`src/pkg/acs_pkg.sv`:
```
`default_nettype none
package acs_pkg;

    // Register offsets on page 0 of the control bus.
    localparam logic [7:0] ADDR_RESERVED_A  = 8'h2E;
    localparam logic [7:0] ADDR_LIVE_STATUS = 8'h2F;
    localparam logic [7:0] ADDR_PIN_CTRL    = 8'h35;
    localparam logic [7:0] ADDR_SYNC_WINDOW = 8'h39;
    localparam logic [7:0] ADDR_SYNC_TARGET = 8'h3A;
    localparam logic [7:0] ADDR_GAIN_CTRL   = 8'h3B;
    localparam logic [7:0] ADDR_RESERVED_B  = 8'h3C;

    // Field positions.
    localparam int STAT_LEFT_NOISE_BIT  = 6;
    localparam int STAT_RIGHT_NOISE_BIT = 5;
    localparam int STAT_INT_STD_BIT     = 4;
    localparam int STAT_INT_AUX_BIT     = 3;
    localparam int SYNC_CUSTOM_BIT      = 7;
    localparam int GAIN_LEFT_LSB        = 4;
    localparam int GAIN_RIGHT_LSB       = 0;

    // Reset values.
    localparam logic [7:0] PIN_CTRL_RESET    = 8'h12;
    localparam logic [7:0] SYNC_WINDOW_RESET = 8'h00;
    localparam logic [7:0] SYNC_TARGET_RESET = 8'h00;
    localparam logic [7:0] GAIN_CTRL_RESET   = 8'h44;
    localparam logic [7:0] READ_ZERO         = 8'h00;

    // Gain code limits and the reference oversampling ratio (64 = 2**6).
    localparam logic [3:0] GAIN_CODE_MAX  = 4'hC;
    localparam logic [3:0] GAIN_CODE_AUTO = 4'hF;
    localparam logic [3:0] GAIN_CODE_UNIT = 4'h4;
    localparam logic [3:0] ADC_OVERSAMPLING_RATIO_REF_LOG2  = 4'h6;

    // Filter mode codes.
    localparam logic [4:0] MODE_PROGRAMMABLE = 5'h00;
    localparam logic [4:0] MODE_FIXED_LAST   = 5'h12;
    localparam logic [4:0] MODE_UNITY_LAST   = 5'h06;

    // Output pin source selection.
    typedef enum logic [2:0] {
        SEL_OFF      = 3'b000,
        SEL_PRIMARY  = 3'b001,
        SEL_GPO      = 3'b010,
        SEL_CLOCK    = 3'b011,
        SEL_INT_ONE  = 3'b100,
        SEL_INT_TWO  = 3'b101,
        SEL_SEC_BCLK = 3'b110,
        SEL_SEC_WCLK = 3'b111
    } acs_pin_sel_t;

    // Layout of the output pin control register.
    typedef struct packed {
        logic [2:0]   rsvd;
        logic         keeper_off;
        acs_pin_sel_t sel;
        logic         gpo;
    } acs_pin_ctrl_t;

    // Signals that the pin mux can route out.
    typedef struct packed {
        logic primary_data;
        logic clock_output;
        logic interrupt_line_one;
        logic interrupt_line_two;
        logic sec_bit_clock;
        logic sec_word_clock;
    } acs_pin_src_t;

endpackage
`default_nettype wire

```
`src/rtl/acs_cic_gain.sv`:
```
`default_nettype none
module acs_cic_gain
(
    input  wire logic               CLK,
    input  wire logic               RSTN,
    input  wire logic [3:0]         code,
    input  wire logic [3:0]         adc_oversampling_ratio_log2,
    input  wire logic [3:0]         decim_log2,
    input  wire logic [4:0]         filter_mode,
    output logic signed [7:0]       gain_exp,
    output logic                    code_bad
);
    import acs_pkg::*;

    logic signed [7:0] gain_exp_reg;
    logic signed [7:0] gain_exp_next;
    logic              code_bad_reg;
    logic              code_bad_next;
    logic signed [7:0] ratio_term;
    logic signed [7:0] base_term;
    logic              fixed_ref;

    // Gain is a power of two; the exponent is 4*log2(adc_oversampling_ratio/(64*dec)) plus the code.
    always_comb
    begin
        ratio_term    = $signed({4'h0, adc_oversampling_ratio_log2}) - $signed({4'h0, ADC_OVERSAMPLING_RATIO_REF_LOG2})
                        - $signed({4'h0, decim_log2});
        fixed_ref     = (adc_oversampling_ratio_log2 == ADC_OVERSAMPLING_RATIO_REF_LOG2) && (filter_mode != MODE_PROGRAMMABLE)
                        && (filter_mode <= MODE_UNITY_LAST);
        // At the reference ratio the first fixed blocks make the unit code exactly unity.
        base_term     = fixed_ref ? -$signed({4'h0, GAIN_CODE_UNIT}) : (ratio_term <<< 2);
        code_bad_next = 1'b0;
        if (code == GAIN_CODE_AUTO)
            gain_exp_next = 8'sh00;
        else if (code > GAIN_CODE_MAX)
        begin
            // Codes 13 and 14 have no defined gain, so they are held at the top code.
            gain_exp_next = base_term + $signed({4'h0, GAIN_CODE_MAX});
            code_bad_next = 1'b1;
        end
        else
            gain_exp_next = base_term + $signed({4'h0, code});
    end

    // Result register.
    always_ff @(posedge CLK or negedge RSTN)
    begin
        if (!RSTN)
        begin
            gain_exp_reg <= 8'sh00;
            code_bad_reg <= 1'b0;
        end
        else
        begin
            gain_exp_reg <= gain_exp_next;
            code_bad_reg <= code_bad_next;
        end
    end

    assign gain_exp = gain_exp_reg;
    assign code_bad = code_bad_reg;
endmodule
`default_nettype wire

```
`src/rtl/acs_instr_sync.sv`:
```
`default_nettype none
module acs_instr_sync
(
    input  wire logic       CLK,
    input  wire logic       RSTN,
    input  wire logic       frame_start,
    input  wire logic       instr_step,
    input  wire logic       reset_disable,
    input  wire logic       custom_en,
    input  wire logic [6:0] window_half,
    input  wire logic [8:0] target,
    output logic [8:0]      count,
    output logic            hit
);
    import acs_pkg::*;

    logic [8:0] count_reg;
    logic [8:0] count_next;
    logic       hit_reg;
    logic       hit_next;

    // Distance between two instruction indices.
    function automatic logic [8:0] dist_f(input logic [8:0] a, input logic [8:0] b);
        return (a > b) ? a - b : b - a;
    endfunction

    // Frame start wins over a step so a frame begins at instruction 0 unless reset_disable is set.
    always_comb
    begin
        count_next = count_reg;
        if (frame_start && !reset_disable)
            count_next = 9'h000;
        else if (instr_step)
            count_next = count_reg + 9'h001;
        // Custom mode accepts +/-N around the target; default mode syncs at 0.
        if (custom_en)
            hit_next = dist_f(count_reg, target) <= {2'b00, window_half};
        else
            hit_next = (count_reg == 9'h000);
    end

    // Counter and window flag registers.
    always_ff @(posedge CLK or negedge RSTN)
    begin
        if (!RSTN)
        begin
            count_reg <= 9'h000;
            hit_reg   <= 1'b0;
        end
        else
        begin
            count_reg <= count_next;
            hit_reg   <= hit_next;
        end
    end

    assign count = count_reg;
    assign hit   = hit_reg;
endmodule
`default_nettype wire

```
`src/rtl/acs_regs.sv`:
```
// Contract
// - Status bit 6 reads 1 while left power is below left noise threshold.
// - Status bit 5 reads 1 while right power is below right noise threshold.
// - Status bit 4 shows the live standard engine interrupt at read time.
// - Status bit 3 shows the live auxiliary engine interrupt at read time.
// - Pin control bit 4 low enables the bus keeper; resets high.
// - Three-bit select routes the serial output pin among eight sources; the code uses select 000 to turn the pin off, leaving seven sources.
// - With select 010 the pin drives pin control bit 0, reset 0.
// - Sync bit 7 picks default or custom counter synchronization; resets 0.
// - Window field N gives a window of plus or minus N instructions.
// - Target field M places the sync target at instruction 2M.
// - Gain register holds left code high, right code low, each reset 4.
// - Code 4 at ratio 64 with fixed modes gives unity gain; the code does this for modes 1 to 6 only.
// - Codes 0 to 12 give gain (ratio/64/decimation)^4 times 2^code.
// - Code 15 chooses gain automatically between one half and one; the code always gives unity (exponent 0).
// - Filter mode 0 is programmable, 1 to 18 fixed blocks, above reserved.
// - Instruction counter resets each frame unless reset-disable is set.
`default_nettype none
module acs_regs
(
    input  wire logic                 CLK,
    input  wire logic                 RSTN,
    input  wire logic [7:0]           REG_ADDR,
    input  wire logic [7:0]           REG_WDATA,
    input  wire logic                 REG_WR,
    input  wire logic                 REG_RD,
    output logic [7:0]                REG_RDATA,
    output logic                      REG_RVALID,
    input  wire logic                 LEFT_BELOW_NOISE,
    input  wire logic                 RIGHT_BELOW_NOISE,
    input  wire logic                 ENGINE_INT_STD,
    input  wire logic                 ENGINE_INT_AUX,
    input  wire acs_pkg::acs_pin_src_t PIN_SRC,
    output logic                      DOUT_O,
    output logic                      DOUT_OE,
    output logic                      KEEPER_EN,
    input  wire logic                 FRAME_START,
    input  wire logic                 INSTR_STEP,
    input  wire logic                 COUNTER_RESET_DISABLE,
    output logic [8:0]                INSTR_COUNT,
    output logic                      SYNC_HIT,
    input  wire logic [3:0]           ADC_OVERSAMPLING_RATIO_LOG2,
    input  wire logic [3:0]           DECIM_LOG2,
    input  wire logic [4:0]           FILTER_MODE,
    output logic                      PROG_INSTR_MODE,
    output logic [4:0]                FIXED_BLOCK_SEL,
    output logic                      MODE_RESERVED,
    output logic signed [7:0]         LEFT_GAIN_EXP,
    output logic signed [7:0]         RIGHT_GAIN_EXP,
    output logic                      LEFT_GAIN_BAD,
    output logic                      RIGHT_GAIN_BAD
);
    import acs_pkg::*;

    ////////////////////////////////////////////////////////////////////////////
    // Register bank.

    acs_pin_ctrl_t pin_reg;
    acs_pin_ctrl_t pin_next;
    logic [7:0]    win_reg;
    logic [7:0]    win_next;
    logic [7:0]    tgt_reg;
    logic [7:0]    tgt_next;
    logic [7:0]    gain_reg;
    logic [7:0]    gain_next;
    logic [7:0]    rdata_reg;
    logic [7:0]    rdata_next;
    logic          rvalid_reg;
    logic          rvalid_next;
    logic [7:0]    live_status;

    // Live status word; nothing here is latched, so a read cannot disturb it.
    always_comb
    begin
        live_status                       = READ_ZERO;
        live_status[STAT_LEFT_NOISE_BIT]  = LEFT_BELOW_NOISE;
        live_status[STAT_RIGHT_NOISE_BIT] = RIGHT_BELOW_NOISE;
        live_status[STAT_INT_STD_BIT]     = ENGINE_INT_STD;
        live_status[STAT_INT_AUX_BIT]     = ENGINE_INT_AUX;
    end

    // Write decode; only writable fields of mapped registers take data.
    always_comb
    begin
        pin_next  = pin_reg;
        win_next  = win_reg;
        tgt_next  = tgt_reg;
        gain_next = gain_reg;
        if (REG_WR)
        begin
            case (REG_ADDR)
                ADDR_PIN_CTRL:
                begin
                    // Upper bits stay zero even if software breaks the contract.
                    pin_next      = acs_pin_ctrl_t'(REG_WDATA);
                    pin_next.rsvd = 3'b000;
                end
                ADDR_SYNC_WINDOW: win_next  = REG_WDATA;
                ADDR_SYNC_TARGET: tgt_next  = REG_WDATA;
                ADDR_GAIN_CTRL:   gain_next = REG_WDATA;
                // Status and reserved offsets drop the write.
                default: pin_next = pin_reg;
            endcase
        end
    end

    // Read decode; reserved and unmapped offsets return zero.
    always_comb
    begin
        rvalid_next = REG_RD;
        rdata_next  = rdata_reg;
        if (REG_RD)
        begin
            case (REG_ADDR)
                ADDR_LIVE_STATUS: rdata_next = live_status;
                ADDR_PIN_CTRL:    rdata_next = pin_reg;
                ADDR_SYNC_WINDOW: rdata_next = win_reg;
                ADDR_SYNC_TARGET: rdata_next = tgt_reg;
                ADDR_GAIN_CTRL:   rdata_next = gain_reg;
                default:          rdata_next = READ_ZERO;
            endcase
        end
    end

    // Bank registers.
    always_ff @(posedge CLK or negedge RSTN)
    begin
        if (!RSTN)
        begin
            pin_reg    <= acs_pin_ctrl_t'(PIN_CTRL_RESET);
            win_reg    <= SYNC_WINDOW_RESET;
            tgt_reg    <= SYNC_TARGET_RESET;
            gain_reg   <= GAIN_CTRL_RESET;
            rdata_reg  <= READ_ZERO;
            rvalid_reg <= 1'b0;
        end
        else
        begin
            pin_reg    <= pin_next;
            win_reg    <= win_next;
            tgt_reg    <= tgt_next;
            gain_reg   <= gain_next;
            rdata_reg  <= rdata_next;
            rvalid_reg <= rvalid_next;
        end
    end

    assign REG_RDATA  = rdata_reg;
    assign REG_RVALID = rvalid_reg;

    ////////////////////////////////////////////////////////////////////////////
    // Serial output pin mux.

    logic dout_reg;
    logic dout_next;
    logic oe_reg;
    logic oe_next;

    // The pin is registered to keep glitches off it; this costs one cycle of
    // delay on routed clocks, which the downstream timing must allow for.
    always_comb
    begin
        oe_next = 1'b1;
        case (pin_reg.sel)
            SEL_OFF:
            begin
                dout_next = 1'b0;
                oe_next   = 1'b0;
            end
            SEL_PRIMARY:  dout_next = PIN_SRC.primary_data;
            SEL_GPO:      dout_next = pin_reg.gpo;
            SEL_CLOCK:    dout_next = PIN_SRC.clock_output;
            SEL_INT_ONE:  dout_next = PIN_SRC.interrupt_line_one;
            SEL_INT_TWO:  dout_next = PIN_SRC.interrupt_line_two;
            SEL_SEC_BCLK: dout_next = PIN_SRC.sec_bit_clock;
            SEL_SEC_WCLK: dout_next = PIN_SRC.sec_word_clock;
            default:
            begin
                dout_next = 1'b0;
                oe_next   = 1'b0;
            end
        endcase
    end

    // Pin registers; the buffer stays off through reset.
    always_ff @(posedge CLK or negedge RSTN)
    begin
        if (!RSTN)
        begin
            dout_reg <= 1'b0;
            oe_reg   <= 1'b0;
        end
        else
        begin
            dout_reg <= dout_next;
            oe_reg   <= oe_next;
        end
    end

    assign DOUT_O    = dout_reg;
    assign DOUT_OE   = oe_reg;
    assign KEEPER_EN = !pin_reg.keeper_off;

    ////////////////////////////////////////////////////////////////////////////
    // Instruction counter synchronization and filter mode decode.

    logic mode_prog_reg;
    logic mode_prog_next;
    logic mode_rsvd_reg;
    logic mode_rsvd_next;
    logic [4:0] block_reg;
    logic [4:0] block_next;

    acs_instr_sync u_sync
    (
        .CLK           (CLK),
        .RSTN          (RSTN),
        .frame_start   (FRAME_START),
        .instr_step    (INSTR_STEP),
        .reset_disable (COUNTER_RESET_DISABLE),
        .custom_en     (win_reg[SYNC_CUSTOM_BIT]),
        .window_half   (win_reg[6:0]),
        .target        ({tgt_reg, 1'b0}),
        .count         (INSTR_COUNT),
        .hit           (SYNC_HIT)
    );

    // Reserved mode codes select no block rather than wrapping onto one.
    always_comb
    begin
        mode_prog_next = (FILTER_MODE == MODE_PROGRAMMABLE);
        mode_rsvd_next = (FILTER_MODE > MODE_FIXED_LAST);
        block_next     = (mode_prog_next || mode_rsvd_next) ? 5'h00 : FILTER_MODE;
    end

    // Mode decode registers.
    always_ff @(posedge CLK or negedge RSTN)
    begin
        if (!RSTN)
        begin
            mode_prog_reg <= 1'b0;
            mode_rsvd_reg <= 1'b0;
            block_reg     <= 5'h00;
        end
        else
        begin
            mode_prog_reg <= mode_prog_next;
            mode_rsvd_reg <= mode_rsvd_next;
            block_reg     <= block_next;
        end
    end

    assign PROG_INSTR_MODE = mode_prog_reg;
    assign MODE_RESERVED   = mode_rsvd_reg;
    assign FIXED_BLOCK_SEL = block_reg;

    ////////////////////////////////////////////////////////////////////////////
    // Decimator gain, one calculator per channel.

    acs_cic_gain u_gain_left
    (
        .CLK        (CLK),
        .RSTN       (RSTN),
        .code       (gain_reg[GAIN_LEFT_LSB +: 4]),
        .adc_oversampling_ratio_log2  (ADC_OVERSAMPLING_RATIO_LOG2),
        .decim_log2 (DECIM_LOG2),
        .filter_mode(FILTER_MODE),
        .gain_exp   (LEFT_GAIN_EXP),
        .code_bad   (LEFT_GAIN_BAD)
    );

    acs_cic_gain u_gain_right
    (
        .CLK        (CLK),
        .RSTN       (RSTN),
        .code       (gain_reg[GAIN_RIGHT_LSB +: 4]),
        .adc_oversampling_ratio_log2  (ADC_OVERSAMPLING_RATIO_LOG2),
        .decim_log2 (DECIM_LOG2),
        .filter_mode(FILTER_MODE),
        .gain_exp   (RIGHT_GAIN_EXP),
        .code_bad   (RIGHT_GAIN_BAD)
    );
endmodule
`default_nettype wire

```
`config.mk`:
```
export PLATFORM = sky130hd
export DESIGN_NAME = acs_regs
export DESIGN_NICKNAME = d
export VERILOG_FILES = /design/src/pkg/acs_pkg.sv /design/src/rtl/acs_cic_gain.sv /design/src/rtl/acs_instr_sync.sv /design/src/rtl/acs_regs.sv
export SDC_FILE = /design/constraint.sdc
export NUM_CORES = 1
export LEC_CHECK = 0
export ABC_CLOCK_PERIOD_IN_PS = 4019
export BUFFER_PORTS_ARGS = -buffer_cell sky130_fd_sc_hd__buf_4
export CAP_MARGIN = 20
export CORE_MARGIN = 4
export CORE_UTILIZATION = 45
export CTS_CLUSTER_SIZE = 25
export DETAILED_ROUTE_END_ITERATION = 12
export GPL_TIMING_DRIVEN = 0
export PLACE_DENSITY = 0.74
export SYNTH_ARGS = -nofsm -noshare
export SYNTH_HDL_FRONTEND = slang
export SYNTH_SLANG_ARGS = --single-unit
export TNS_END_PERCENT = 30
```
`constraint.sdc`:
```
create_clock -name CLK -period 4.02 [get_ports CLK]
set_input_delay 0.402 -clock CLK [delete_from_list [all_inputs] [get_ports CLK]]
set_output_delay 0.402 -clock CLK [all_outputs]
set_load 0.02 [all_outputs]
```
==> results of run 1 <==
## layer usage
metal | wire length [um] | global-route usage, % | share of wire, % | up-vias
met5 | 0 | 0 | 0 | -
met4 | 252 | 8.73 | 2.3 | 0
met3 | 683 | 3.97 | 6.1 | 18
met2 | 5280 | 31.3 | 47 | 112
met1 | 4970 | 25.5 | 44 | 1835
li1 | - | - | - | 1799
## worst paths after layout
path	endpoint	slack, ps	cells after the start
setup / recovery	u_sync.hit$_DFF_PN0_	320	18
hold / removal	u_sync.count[7]$_DFFE_PN0P_	180	1
setup reg to reg	u_sync.hit$_DFF_PN0_	320	18
hold reg to reg	win_reg[6]$_DFFE_PN0P_	540	1
max in group asynchronous	win_reg[4]$_DFFE_PN0P_	3230	1
min in group CLK	REG_RVALID$_DFF_PN0_	200	1
## cells in the final DEF (no fill, tap or decap), types with 5 or more instances in the layout
cell type | Yosys | routed
ha_1 | 35 | 35
xnor2_1 | 12 | 12
a21o_1 | 5 | 5
xor2_1 | 11 | 11
fa_1 | 5 | 5
nand3_1 | 7 | 7
mux2i_1 | 6 | 6
mux2_2 | 35 | 35
inv_1 | 40 | 40
nor2b_1 | 7 | 7
and2_1 | 6 | 6
a22oi_1 | 13 | 13
a21oi_1 | 23 | 22
nor2_1 | 30 | 30
nand4_1 | 7 | 7
dfrtp_1 | 71 | 71
nand2_1 | 33 | 33
buf_4 | 0 | 94
nor3_1 | 5 | 5
clkbuf_8 | 0 | 9
a31oi_1 | 11 | 11
clkbuf_1 | 5 | 7
o21ai_0 | 12 | 12
o22ai_1 | 8 | 8
## critical path: stages (launching register included)
cell and delay [ps]:
dfrtp_1 430, inv_1 170, ha_1 190, inv_1 50, fa_1 370, a21o_1 200
nand4_1 130, a21boi_2 100, o31ai_4 230, buf_4 170, mux2i_1 230, xnor2_1 100
ha_1 290, nand3_1 100, nor3_1 230, o21ai_0 140, a21oi_2 160, o211ai_1 110
o211ai_1 190
## cell type report
type                            count  area (sq um)  area share, %
Tap cell                          133           166           2.94
Multi-Input combinational cell    323          2550           45.0
Sequential cell                    75          1880           33.3
Timing Repair Buffer               94           706           12.5
Clock buffer                       11           131           2.32
Buffer                              7          35.0          0.619
Inverter                           40           150           2.65
Clock inverter                      5          37.5          0.664
## kinds of logic (layout without fill, tap and decap cells)
logic type	count (synthesis)	in the layout
flip-flops	75	75
buffers and inverters	47	157
multiplexers	42	42
AND/OR/NAND/NOR	122	122
AO/OA/AOI/OAI	96	96
adder cells (fa/ha/maj)	40	40
XOR/XNOR	23	23
## metrics by stage
stage | hold slack [ps] | cell area, sq um | power, uW | worst slack (ps) | util [%]
after floorplan | 106 | 4610 | 1530 | 571 | -
after global placement | 492 | 5460 | 1790 | 201 | 55.4
after detailed placement | 520 | 5460 | 1820 | 142 | 55.4
after CTS | 188 | 5630 | 2340 | 122 | 57.1
after global routing | 186 | 5660 | 2530 | 14.5 | 57.3
final | 184 | 5660 | 2360 | 315 | 57.3
## power by group through the flow
stage	Sequential [uW]	Combinational, uW	Clock, uW
finish	882	963	512
global route	893	1070	560
CTS	881	932	523
detailed placement	895	928	0
global placement	892	900	0
floorplan	950	577	0
## repair_timing
item	CTS	global route
endpoints found under the setup margin	0	1
gates resized for setup	0	1
endpoints found under the hold margin	0	0
setup buffers	0	3
==> reports/qor.yml, run 1 <==
final_layout:
  n_fill_cell: 861
  largest_register_ffs: 9
  area_growth_pct: 22.7
  layout.nets: 636
  instances_no_fill: 688
  drive_above_1_share_pct: 30.8
  n_antenna_cell: 0
floorplanning:
  die_w_um: 109
  dieArea_sq_mm: 0.0119
  start_util_pct: 46.7
  io_pins: 93
  rows: 36
  die_h_um: 109
  coreArea_sq_mm: 0.00986
worst_setup_path:
  cp.arrival_ps: 3970
  crit_path_start: "u_sync.count[1]$_DFFE_PN0P_"
  critPathRequiredTime_ps: 4290
  r2r_start: "u_sync.count[1]$_DFFE_PN0P_"
  critPathKind: "reg -> reg"
  start_kind: "flip-flop"
  worstPathMaxFanout: 5
  cp-end-kind: "flip-flop"
global_routing:
  grt_max_degree: 76
  grt_pass1_vias: 3801
  grtUsageTotal_pct: 19.5
  antenna_found_initial: 0
  grt_first_pass_wirelength_um: 18000
  grt_remaining_overflow: 0
clocking:
  hold_buffers: 0
  numCtsBuffers: 9
  cts_tree: "yes"
  root_buffer: "clkbuf_8"
  clkLatencyLatePin_ps: 360
  clkTransAtPathRegs_ps: 80
  numClockSinks: 75
  htreeDepth: 3
  cts_max_path_buffers: 2
yosys:
  syn-instance-count: 445
  synth-simple-area-share_pct: 14.2
  netlist_top_cells_count: "dfrtp_1, inv_1, ha_1, mux2_2, nand2_1"
  synth_most_common_cell: "dfrtp_1"
  synth.distinct_cells: 61
  synth-edff-count: 0
  synth_top_family_by_area: "compound AO/OA/AOI/OAI gates"
  synth_flop_cell: "dfrtp_1"
  synth.area.mux_share_pct: 10.3
  synth_fa_ha_area_share_pct: 11.7
  synth_compound_area_share_pct: 14.6
  yosysTopAreaCell: "dfrtp_1"
  synth_top_area_share_pct: 38.5
  syn-num-nets: 531
  async_flop_share_pct: 100
  syn_area_sq_mm: 0.00461
  ys_warn_count: 0
  synth.avg_cell_area_sq_um: 10.4
  synth_seq_cells: 75
  netlist_top_cells_area: "dfrtp_1, ha_1, mux2_2"
  synth_xor_area_share_pct: 4.37
  yosysSeqAreaShare_pct: 40.8
place:
  gp_congestion: 0.891
  dp.cells: 669
  port_buffers: 91
  hpwl_um: 8810
pwr:
  p_leak_uw: 0.00268
  clkPwrFrac_pct: 21.7
  power_density_mw_per_mm2: 417
  seqPwrFrac_pct: 37.4
  vdd_drop_max_v: 0.000158
  p_comb_share_pct: 40.8
  p_int_uw: 1490
  p_switching_uw: 864
  switching_share_pct: 36.7
routing:
  via_per_inst: 5.47
  vias: 3764
  drt-initial-drc-count: 231
  drc: 0
  firstDrtPassIters: 4
  routed_wl_um: 11200
  antenna_left: 0
  wl_per_cell_um: 16.3
flow_run:
  max_cap_violations: 0
timing:
  rsz0062_at_grt: "false"
  min_period_over_period_pct: 92.2
  slew_viol_final: 0
  finalHoldViolCount: 0
  min_period_ps: 3700
  setup_tns_ps: 0
  fin_skew_ps: 12.6
  clock.fmax_ghz: 0.270
  worst_pin_slew_ps: 983
  relSlewSlack_pct: 33.5
  setup_viol: 0
run_status:
  outcome: "complete, no violations"
hold_path:
  worstHoldPathType: "in -> async"
No activity file was read; power rests on OpenSTA's default activity.
==> run 2, diff against run 1 <==
--- a/config.mk
+++ b/config.mk
@@ -8,12 +8,14 @@
 export ABC_CLOCK_PERIOD_IN_PS = 4019
 export BUFFER_PORTS_ARGS = -buffer_cell sky130_fd_sc_hd__buf_4
 export CAP_MARGIN = 20
+export CELL_PAD_IN_SITES_DETAIL_PLACEMENT = 0
+export CELL_PAD_IN_SITES_GLOBAL_PLACEMENT = 2
 export CORE_MARGIN = 4
-export CORE_UTILIZATION = 45
+export CORE_UTILIZATION = 35
 export CTS_CLUSTER_SIZE = 25
 export DETAILED_ROUTE_END_ITERATION = 12
 export GPL_TIMING_DRIVEN = 0
-export PLACE_DENSITY = 0.74
+export PLACE_DENSITY = 0.87
 export SYNTH_ARGS = -nofsm -noshare
 export SYNTH_HDL_FRONTEND = slang
 export SYNTH_SLANG_ARGS = --single-unit
==> run 2 against run 1 <==
Clock skew fell by 3.5 ps. Die area rose by 26%. Critical path depth did not move. Clock power rose by 44%. Power rose by 9.8%. Non-clock buffer count did not move. Sequential cell count did not move. Utilization fell by 12 points. Combinational power barely moved. Global-route usage fell by 3.8 points. First-iteration DRC count fell by 23%. Critical path type unchanged. Highest routed layer unchanged.
==> reports/qor.yml, run 2 (synthesized netlist as in run 1, its figures left out) <==
final_layout:
  area_growth_pct: 26.0
  design_area_sq_mm: 0.00581
  register_area_sq_mm: 0.00188
  multiInputGateArea_sq_mm: 0.00255
  final_cell_mix: "buf_4, dfrtp_1, inv_1, mux2_2, ha_1"
  mostFrequentLayoutCell: "buf_4"
  n_fill_cell: 1217
  utilization_pct: 45.5
  n_antenna_cell: 0
  drive_above_1_share_pct: 31.0
  largest_register_ffs: 9
  layout.nets: 636
worst_setup_path:
  worst-path-buf-inv: 3
  critPathRequiredTime_ps: 4270
  critPathKind: "reg -> reg"
  endpoint: "u_sync.hit$_DFF_PN0_"
  slowest_delay_ps: 440
  reg2reg_setup_slack_ps: 260
  crit_chain: "inv_2 > ha_1 > inv_1 > fa_1 > a21o_1 > nand4_1 > a21boi_2 > o31ai_4 > buf_4 > mux2i_1 > xnor2_1 > ha_1 > nand3_1 > nor3_2 > o21ai_0 > a21oi_1 > o211ai_1 > o211ai_1"
  r2r-end: "u_sync.hit$_DFF_PN0_"
  start_kind: "flip-flop"
  r2r_start: "u_sync.count[1]$_DFFE_PN0P_"
  cp.depth: 18
  crit_slowest_cell: "dfrtp_1"
  worstPathMaxFanout: 5
  rr_worst_depth: 18
  cp-end-kind: "flip-flop"
  crit_path_start: "u_sync.count[1]$_DFFE_PN0P_"
  cp_top_family: "compound AO/OA/AOI/OAI gates"
  cp.arrival_ps: 4020
routing:
  routed_wl_um: 11500
  drt-initial-drc-count: 177
  antenna_left: 0
  drc: 0
  wl_per_cell_um: 15.8
  firstDrtPassIters: 4
  via_per_inst: 5.04
  vias: 3665
floorplanning:
  die_h_um: 123
  start_util_pct: 36.1
  coreArea_sq_mm: 0.0128
  die_w_um: 123
  io_pins: 93
  dieArea_sq_mm: 0.0151
  rows: 41
place:
  hpwl_um: 9040
  gp_congestion: 0.805
  place_area_sq_mm: 0.00551
  port_buffers: 91
  dp_worst_setup_slack_ps: 77.9
pwr:
  p_leak_uw: 0.00273
  power_density_mw_per_mm2: 445
  vdd_drop_max_v: 0.000220
timing:
  whs_ps: 196
  clock.fmax_ghz: 0.266
  relSlewSlack_pct: 37.4
  slew_viol_final: 0
  min_period_ps: 3760
  min_period_over_period_pct: 93.6
  setup_tns_ps: 0
  finalHoldViolCount: 0
  setup_viol: 0
  worst_pin_slew_ps: 939
  fin_skew_ps: 9.10
  worst_slack_ps: 256
  rsz0062_at_grt: "false"
global_routing:
  grtUsageTotal_pct: 15.7
  grt_max_degree: 76
  grt_pass1_vias: 3682
  antenna_found_initial: 0
  grt_first_pass_wirelength_um: 18500
  grt_remaining_overflow: 0
run_status:
  outcome: "complete, no violations"
clocking:
  hold_buffers: 0
  numClockSinks: 75
  clkTransAtPathRegs_ps: 60
  htreeDepth: 3
  clkLatencyLatePin_ps: 340
  cts_tree: "yes"
  root_buffer: "clkbuf_16"
  numCtsBuffers: 9
  cts_max_path_buffers: 2
hold_path:
  worstHoldPathType: "in -> async"
flow_run:
  max_cap_violations: 0
[run 2: area by class of cell]
cell class                 instances  area share, %
clock buffer                      11           4.01
clock inverter                     5          0.668
sequential                        75           32.4
timing repair buffer              94           12.1
inverter                          40           2.59
tap                              172           3.71
multi-input combinational        323           43.9
buffer                             7          0.603
[run 2: report_power, final]
part	total [uW]	switching, uW	internal (uW)
sequential	887	62.3	824
clock	736	314	421
combinational	965	523	443
[run 2: timing repair]
| item | CTS | global route |
|---|---|---|
| gates resized for setup | 0 | 2 |
| endpoints found under the setup margin | 0 | 1 |
| setup buffers | 0 | 3 |
[run 2: worst min-delay path by stage]
stage	startpoint	endpoint	depth (start not counted)	slack, ps
after floorplan	RSTN	DOUT_O$_DFF_PN0_	0	110
after global placement	REG_RDATA[7]$_DFFE_PN0P_	REG_RDATA[7]$_DFFE_PN0P_	1	490
after detailed placement	REG_RDATA[7]$_DFFE_PN0P_	REG_RDATA[7]$_DFFE_PN0P_	1	500
after CTS	REG_RD	REG_RVALID$_DFF_PN0_	1	210
after global routing	REG_RD	REG_RVALID$_DFF_PN0_	1	220
final	RSTN	DOUT_O$_DFF_PN0_	1	200
[run 2: per-layer routing]
layer | share of wire [%] | vias to the layer above | global-route usage [%]
met4 | 0.90 | 0 | 4.06
met1 | 46 | 1765 | 21.0
met3 | 5.6 | 9 | 4.10
met5 | 0 | - | 0
met2 | 47 | 90 | 25.5
li1 | - | 1801 | -
[run 2: worst reg2reg max path, stage by stage, from the launching register on]
cell and delay, ps:
dfrtp_1 440, inv_2 130, ha_1 180, inv_1 50, fa_1 400, a21o_1 210
nand4_1 150, a21boi_2 100, o31ai_4 240, buf_4 170, mux2i_1 220, xnor2_1 110
ha_1 320, nand3_1 110, nor3_2 210, o21ai_0 120, a21oi_1 220, o211ai_1 120
o211ai_1 170
[run 2: per-stage QoR]
stage                     instances  power [uW]
after detailed placement        708        1830
final                           727        2590
after global placement          708        1810
after CTS                       724        2580
after floorplan                 445        1530
after global routing            727        2770
==> run 3, diff against run 2 <==
--- a/config.mk
+++ b/config.mk
@@ -18,5 +18,6 @@
 export PLACE_DENSITY = 0.87
 export SYNTH_ARGS = -nofsm -noshare
 export SYNTH_HDL_FRONTEND = slang
+export SYNTH_HIERARCHICAL = 1
 export SYNTH_SLANG_ARGS = --single-unit
 export TNS_END_PERCENT = 30
==> constraint.sdc (replaced) <==
create_clock -name CLK -period 4.02 [get_ports CLK]
set_input_delay 0.804 -clock CLK [delete_from_list [all_inputs] [get_ports CLK]]
set_output_delay 0.804 -clock CLK [all_outputs]
set_load 0.02 [all_outputs]
==> run 3 against run 2 <==
Setup slack lost 67 ps. Critical path type unchanged. Clock-buffer cell count shrank 1. Cell count grew 15%.
==> reports/qor.yml, run 3 <==
global_routing:
  grt_first_pass_wirelength_um: 21900
  grt_max_degree: 76
  antenna_found_initial: 0
  grtUsageTotal_pct: 16.8
  grt_remaining_overflow: 0
  grt_pass1_vias: 4305
final_layout:
  layout.nets: 739
  area_growth_pct: 31.1
  largest_register_ffs: 9
  final_cell_mix: "buf_4, dfrtp_1, inv_1, nor2_1, ha_1"
  n_antenna_cell: 0
  utilization_pct: 46.6
  drive_above_1_share_pct: 34.4
  mostFrequentLayoutCell: "buf_4"
  instances_no_fill: 836
  n_fill_cell: 1360
  design_area_sq_mm: 0.00675
timing:
  slew_viol_final: 0
  relSlewSlack_pct: 36.0
  worst_pin_slew_ps: 959
  clock.fmax_ghz: 0.261
  min_period_ps: 3830
  min_period_over_period_pct: 95.3
  finalHoldViolCount: 0
  rsz0062_at_grt: "true"
  setup_viol: 0
  fin_skew_ps: 8.44
yosys:
  synth_compound_area_share_pct: 13.2
  synth.area.mux_share_pct: 10.1
  synth.distinct_cells: 73
  yosysSeqAreaShare_pct: 36.5
  synth_seq_cells: 75
  synth_top_family_by_area: "simple AND/OR/NAND/NOR gates"
  synth_most_common_cell: "dfrtp_1"
  synth_xor_area_share_pct: 4.25
  synth-simple-area-share_pct: 18.0
  synth.avg_cell_area_sq_um: 9.92
  yosysTopAreaCell: "dfrtp_1"
  synth-edff-count: 0
  netlist_top_cells_area: "dfrtp_1, ha_1, mux2_2"
  synth_flop_cell: "dfrtp_1"
  ys_warn_count: 6
  syn-instance-count: 519
  async_flop_share_pct: 100
  netlist_top_cells_count: "dfrtp_1, inv_1, ha_1"
  synth_fa_ha_area_share_pct: 12.1
  synth_top_area_share_pct: 34.5
  syn_area_sq_mm: 0.00515
pwr:
  clkPwrFrac_pct: 26.4
  p_leak_uw: 0.00312
  power_density_mw_per_mm2: 468
  vdd_drop_max_v: 0.000234
  p_comb_share_pct: 45.7
  switching_share_pct: 35.3
  seqPwrFrac_pct: 28.0
  p_int_uw: 2040
  p_switching_uw: 1110
worst_setup_path:
  r2r-end: "u_sync/hit$_DFF_PN0_"
  cp.arrival_ps: 4090
  worstPathMaxFanout: 7
  reg2reg_setup_slack_ps: 190
  critPathRequiredTime_ps: 4280
  critPathKind: "reg -> reg"
  start_kind: "flip-flop"
  rr_worst_depth: 15
  cp-end-kind: "flip-flop"
  r2r_start: "u_sync/count[2]$_DFFE_PN0P_"
hold_path:
  worstHoldStart: "REG_RDATA[2]$_DFFE_PN0P_"
  min_delay_worst_endpoint: "REG_RDATA[2]$_DFFE_PN0P_"
  hold_depth: 2
  worstHoldPathType: "reg -> reg"
floorplanning:
  rows: 44
  die_w_um: 129
  dieArea_sq_mm: 0.0167
  die_h_um: 129
  io_pins: 93
  start_util_pct: 35.6
  coreArea_sq_mm: 0.0145
clocking:
  numClockSinks: 75
  numCtsBuffers: 9
  clkTransAtPathRegs_ps: 60
  cts_max_path_buffers: 2
  root_buffer: "clkbuf_16"
  clkLatencyLatePin_ps: 340
  htreeDepth: 3
  cts_tree: "yes"
  hold_buffers: 0
routing:
  drc: 0
  drt-initial-drc-count: 191
  firstDrtPassIters: 5
  wl_per_cell_um: 16.5
  antenna_left: 0
  routed_wl_um: 13800
  via_per_inst: 5.14
  vias: 4294
place:
  place_area_sq_mm: 0.00606
  hpwl_um: 10500
  port_buffers: 90
  gp_congestion: 0.851
  dp.cells: 794
flow_run:
  max_cap_violations: 0
run_status:
  outcome: "complete, no violations"
==> run 3: changes by cell type after synthesis, moves of 6 or more <==
cell | before | now
inv_1 | 40 | 54
o21a_1 | 1 | 7
a22oi_1 | 13 | 3
nor3_1 | 5 | 13
mux2_2 | 35 | 22
a31oi_1 | 11 | 5
mux2i_1 | 6 | 13
xnor2_1 | 12 | 18
nor2_1 | 30 | 36
mux2_4 | 0 | 8
==> run 3: cell families (layout without fill, tap and decap cells) <==
group	Yosys count	count (layout)
mux	44	44
xor+xnor	25	25
flops	75	75
other cells	1	2
compound gates	95	95
buf+inv	68	200
simple gates	165	165
fa+ha+maj	46	46
==> run 3: worst max path at each step <==
stage | startpoint | end | slack [ps] | depth (start not counted)
finish | u_sync/count[2]$_DFFE_PN0P_ | u_sync/hit$_DFF_PN0_ | 190 | 15
global placement | tgt_reg[3]$_DFFE_PN0P_ | u_sync/hit$_DFF_PN0_ | -60 | 15
floorplan | u_sync/count[3]$_DFFE_PN0P_ | u_sync/hit$_DFF_PN0_ | 400 | 14
detailed placement | tgt_reg[3]$_DFFE_PN0P_ | u_sync/hit$_DFF_PN0_ | -80 | 15
CTS | tgt_reg[3]$_DFFE_PN0P_ | u_sync/hit$_DFF_PN0_ | 30 | 15
global route | u_sync/count[5]$_DFFE_PN0P_ | u_sync/hit$_DFF_PN0_ | 20 | 16
==> run 3: layout make-up <==
cell class	instances	area, sq um	area share (%)
inverter	54	203	3.00
sequential	75	1900	28.1
multi-input combinational	377	3130	46.3
timing repair buffer	117	903	13.4
buffer	13	86.3	1.28
clock inverter	6	63.8	0.946
clock buffer	10	239	3.54
tap	184	230	3.41
==> run 3: what timing repair did <==
item                                    CTS  global route
pin swaps                                 0            19
resized for setup                         1            40
buffers inserted                          2            25
endpoints found under the setup margin    1             1
==> run 3: power groups by stage <==
stage,sequential [uW],combinational (uW),clock (uW)
after floorplan,942,794,0
after CTS,882,1270,862
final,883,1440,834
after detailed placement,894,1200,0
after global routing,891,1590,892
after global placement,892,1170,0
==> run 3: critical path: stages (launching register included) <==
cell	delay, ps
dfrtp_2	450
ha_4	320
and3_4	220
o21ai_4	70
a32o_2	260
a21oi_4	240
buf_12	150
mux2i_2	210
xor2_1	190
ha_1	270
nand4_1	180
o2111ai_2	160
o2bb2ai_2	190
o211ai_1	100
or4_1	540
o211ai_1	190
==> run 3: metal layers <==
metal,up-vias,routed length [um],global-route usage (%),part of all wire (%)
li1,2103,-,-,-
met1,2044,6130,21.5,44
met2,119,6610,27.3,48
met3,28,684,3.38,4.9
met4,0,400,7.66,2.9
met5,-,0,0,0
==> run 3: through the flow <==
step / setup WS, ps / power [uW] / hold slack (ps) / setup TNS (ps)
final: 189 / 3160 / 539 / 0
after global routing: 16.5 / 3370 / 551 / 0
after CTS: 26.1 / 3010 / 542 / 0
after detailed placement: -78.9 / 2090 / 527 / -78.9
after global placement: -56.0 / 2060 / 522 / -56.0
after floorplan: 403 / 1740 / 501 / 0
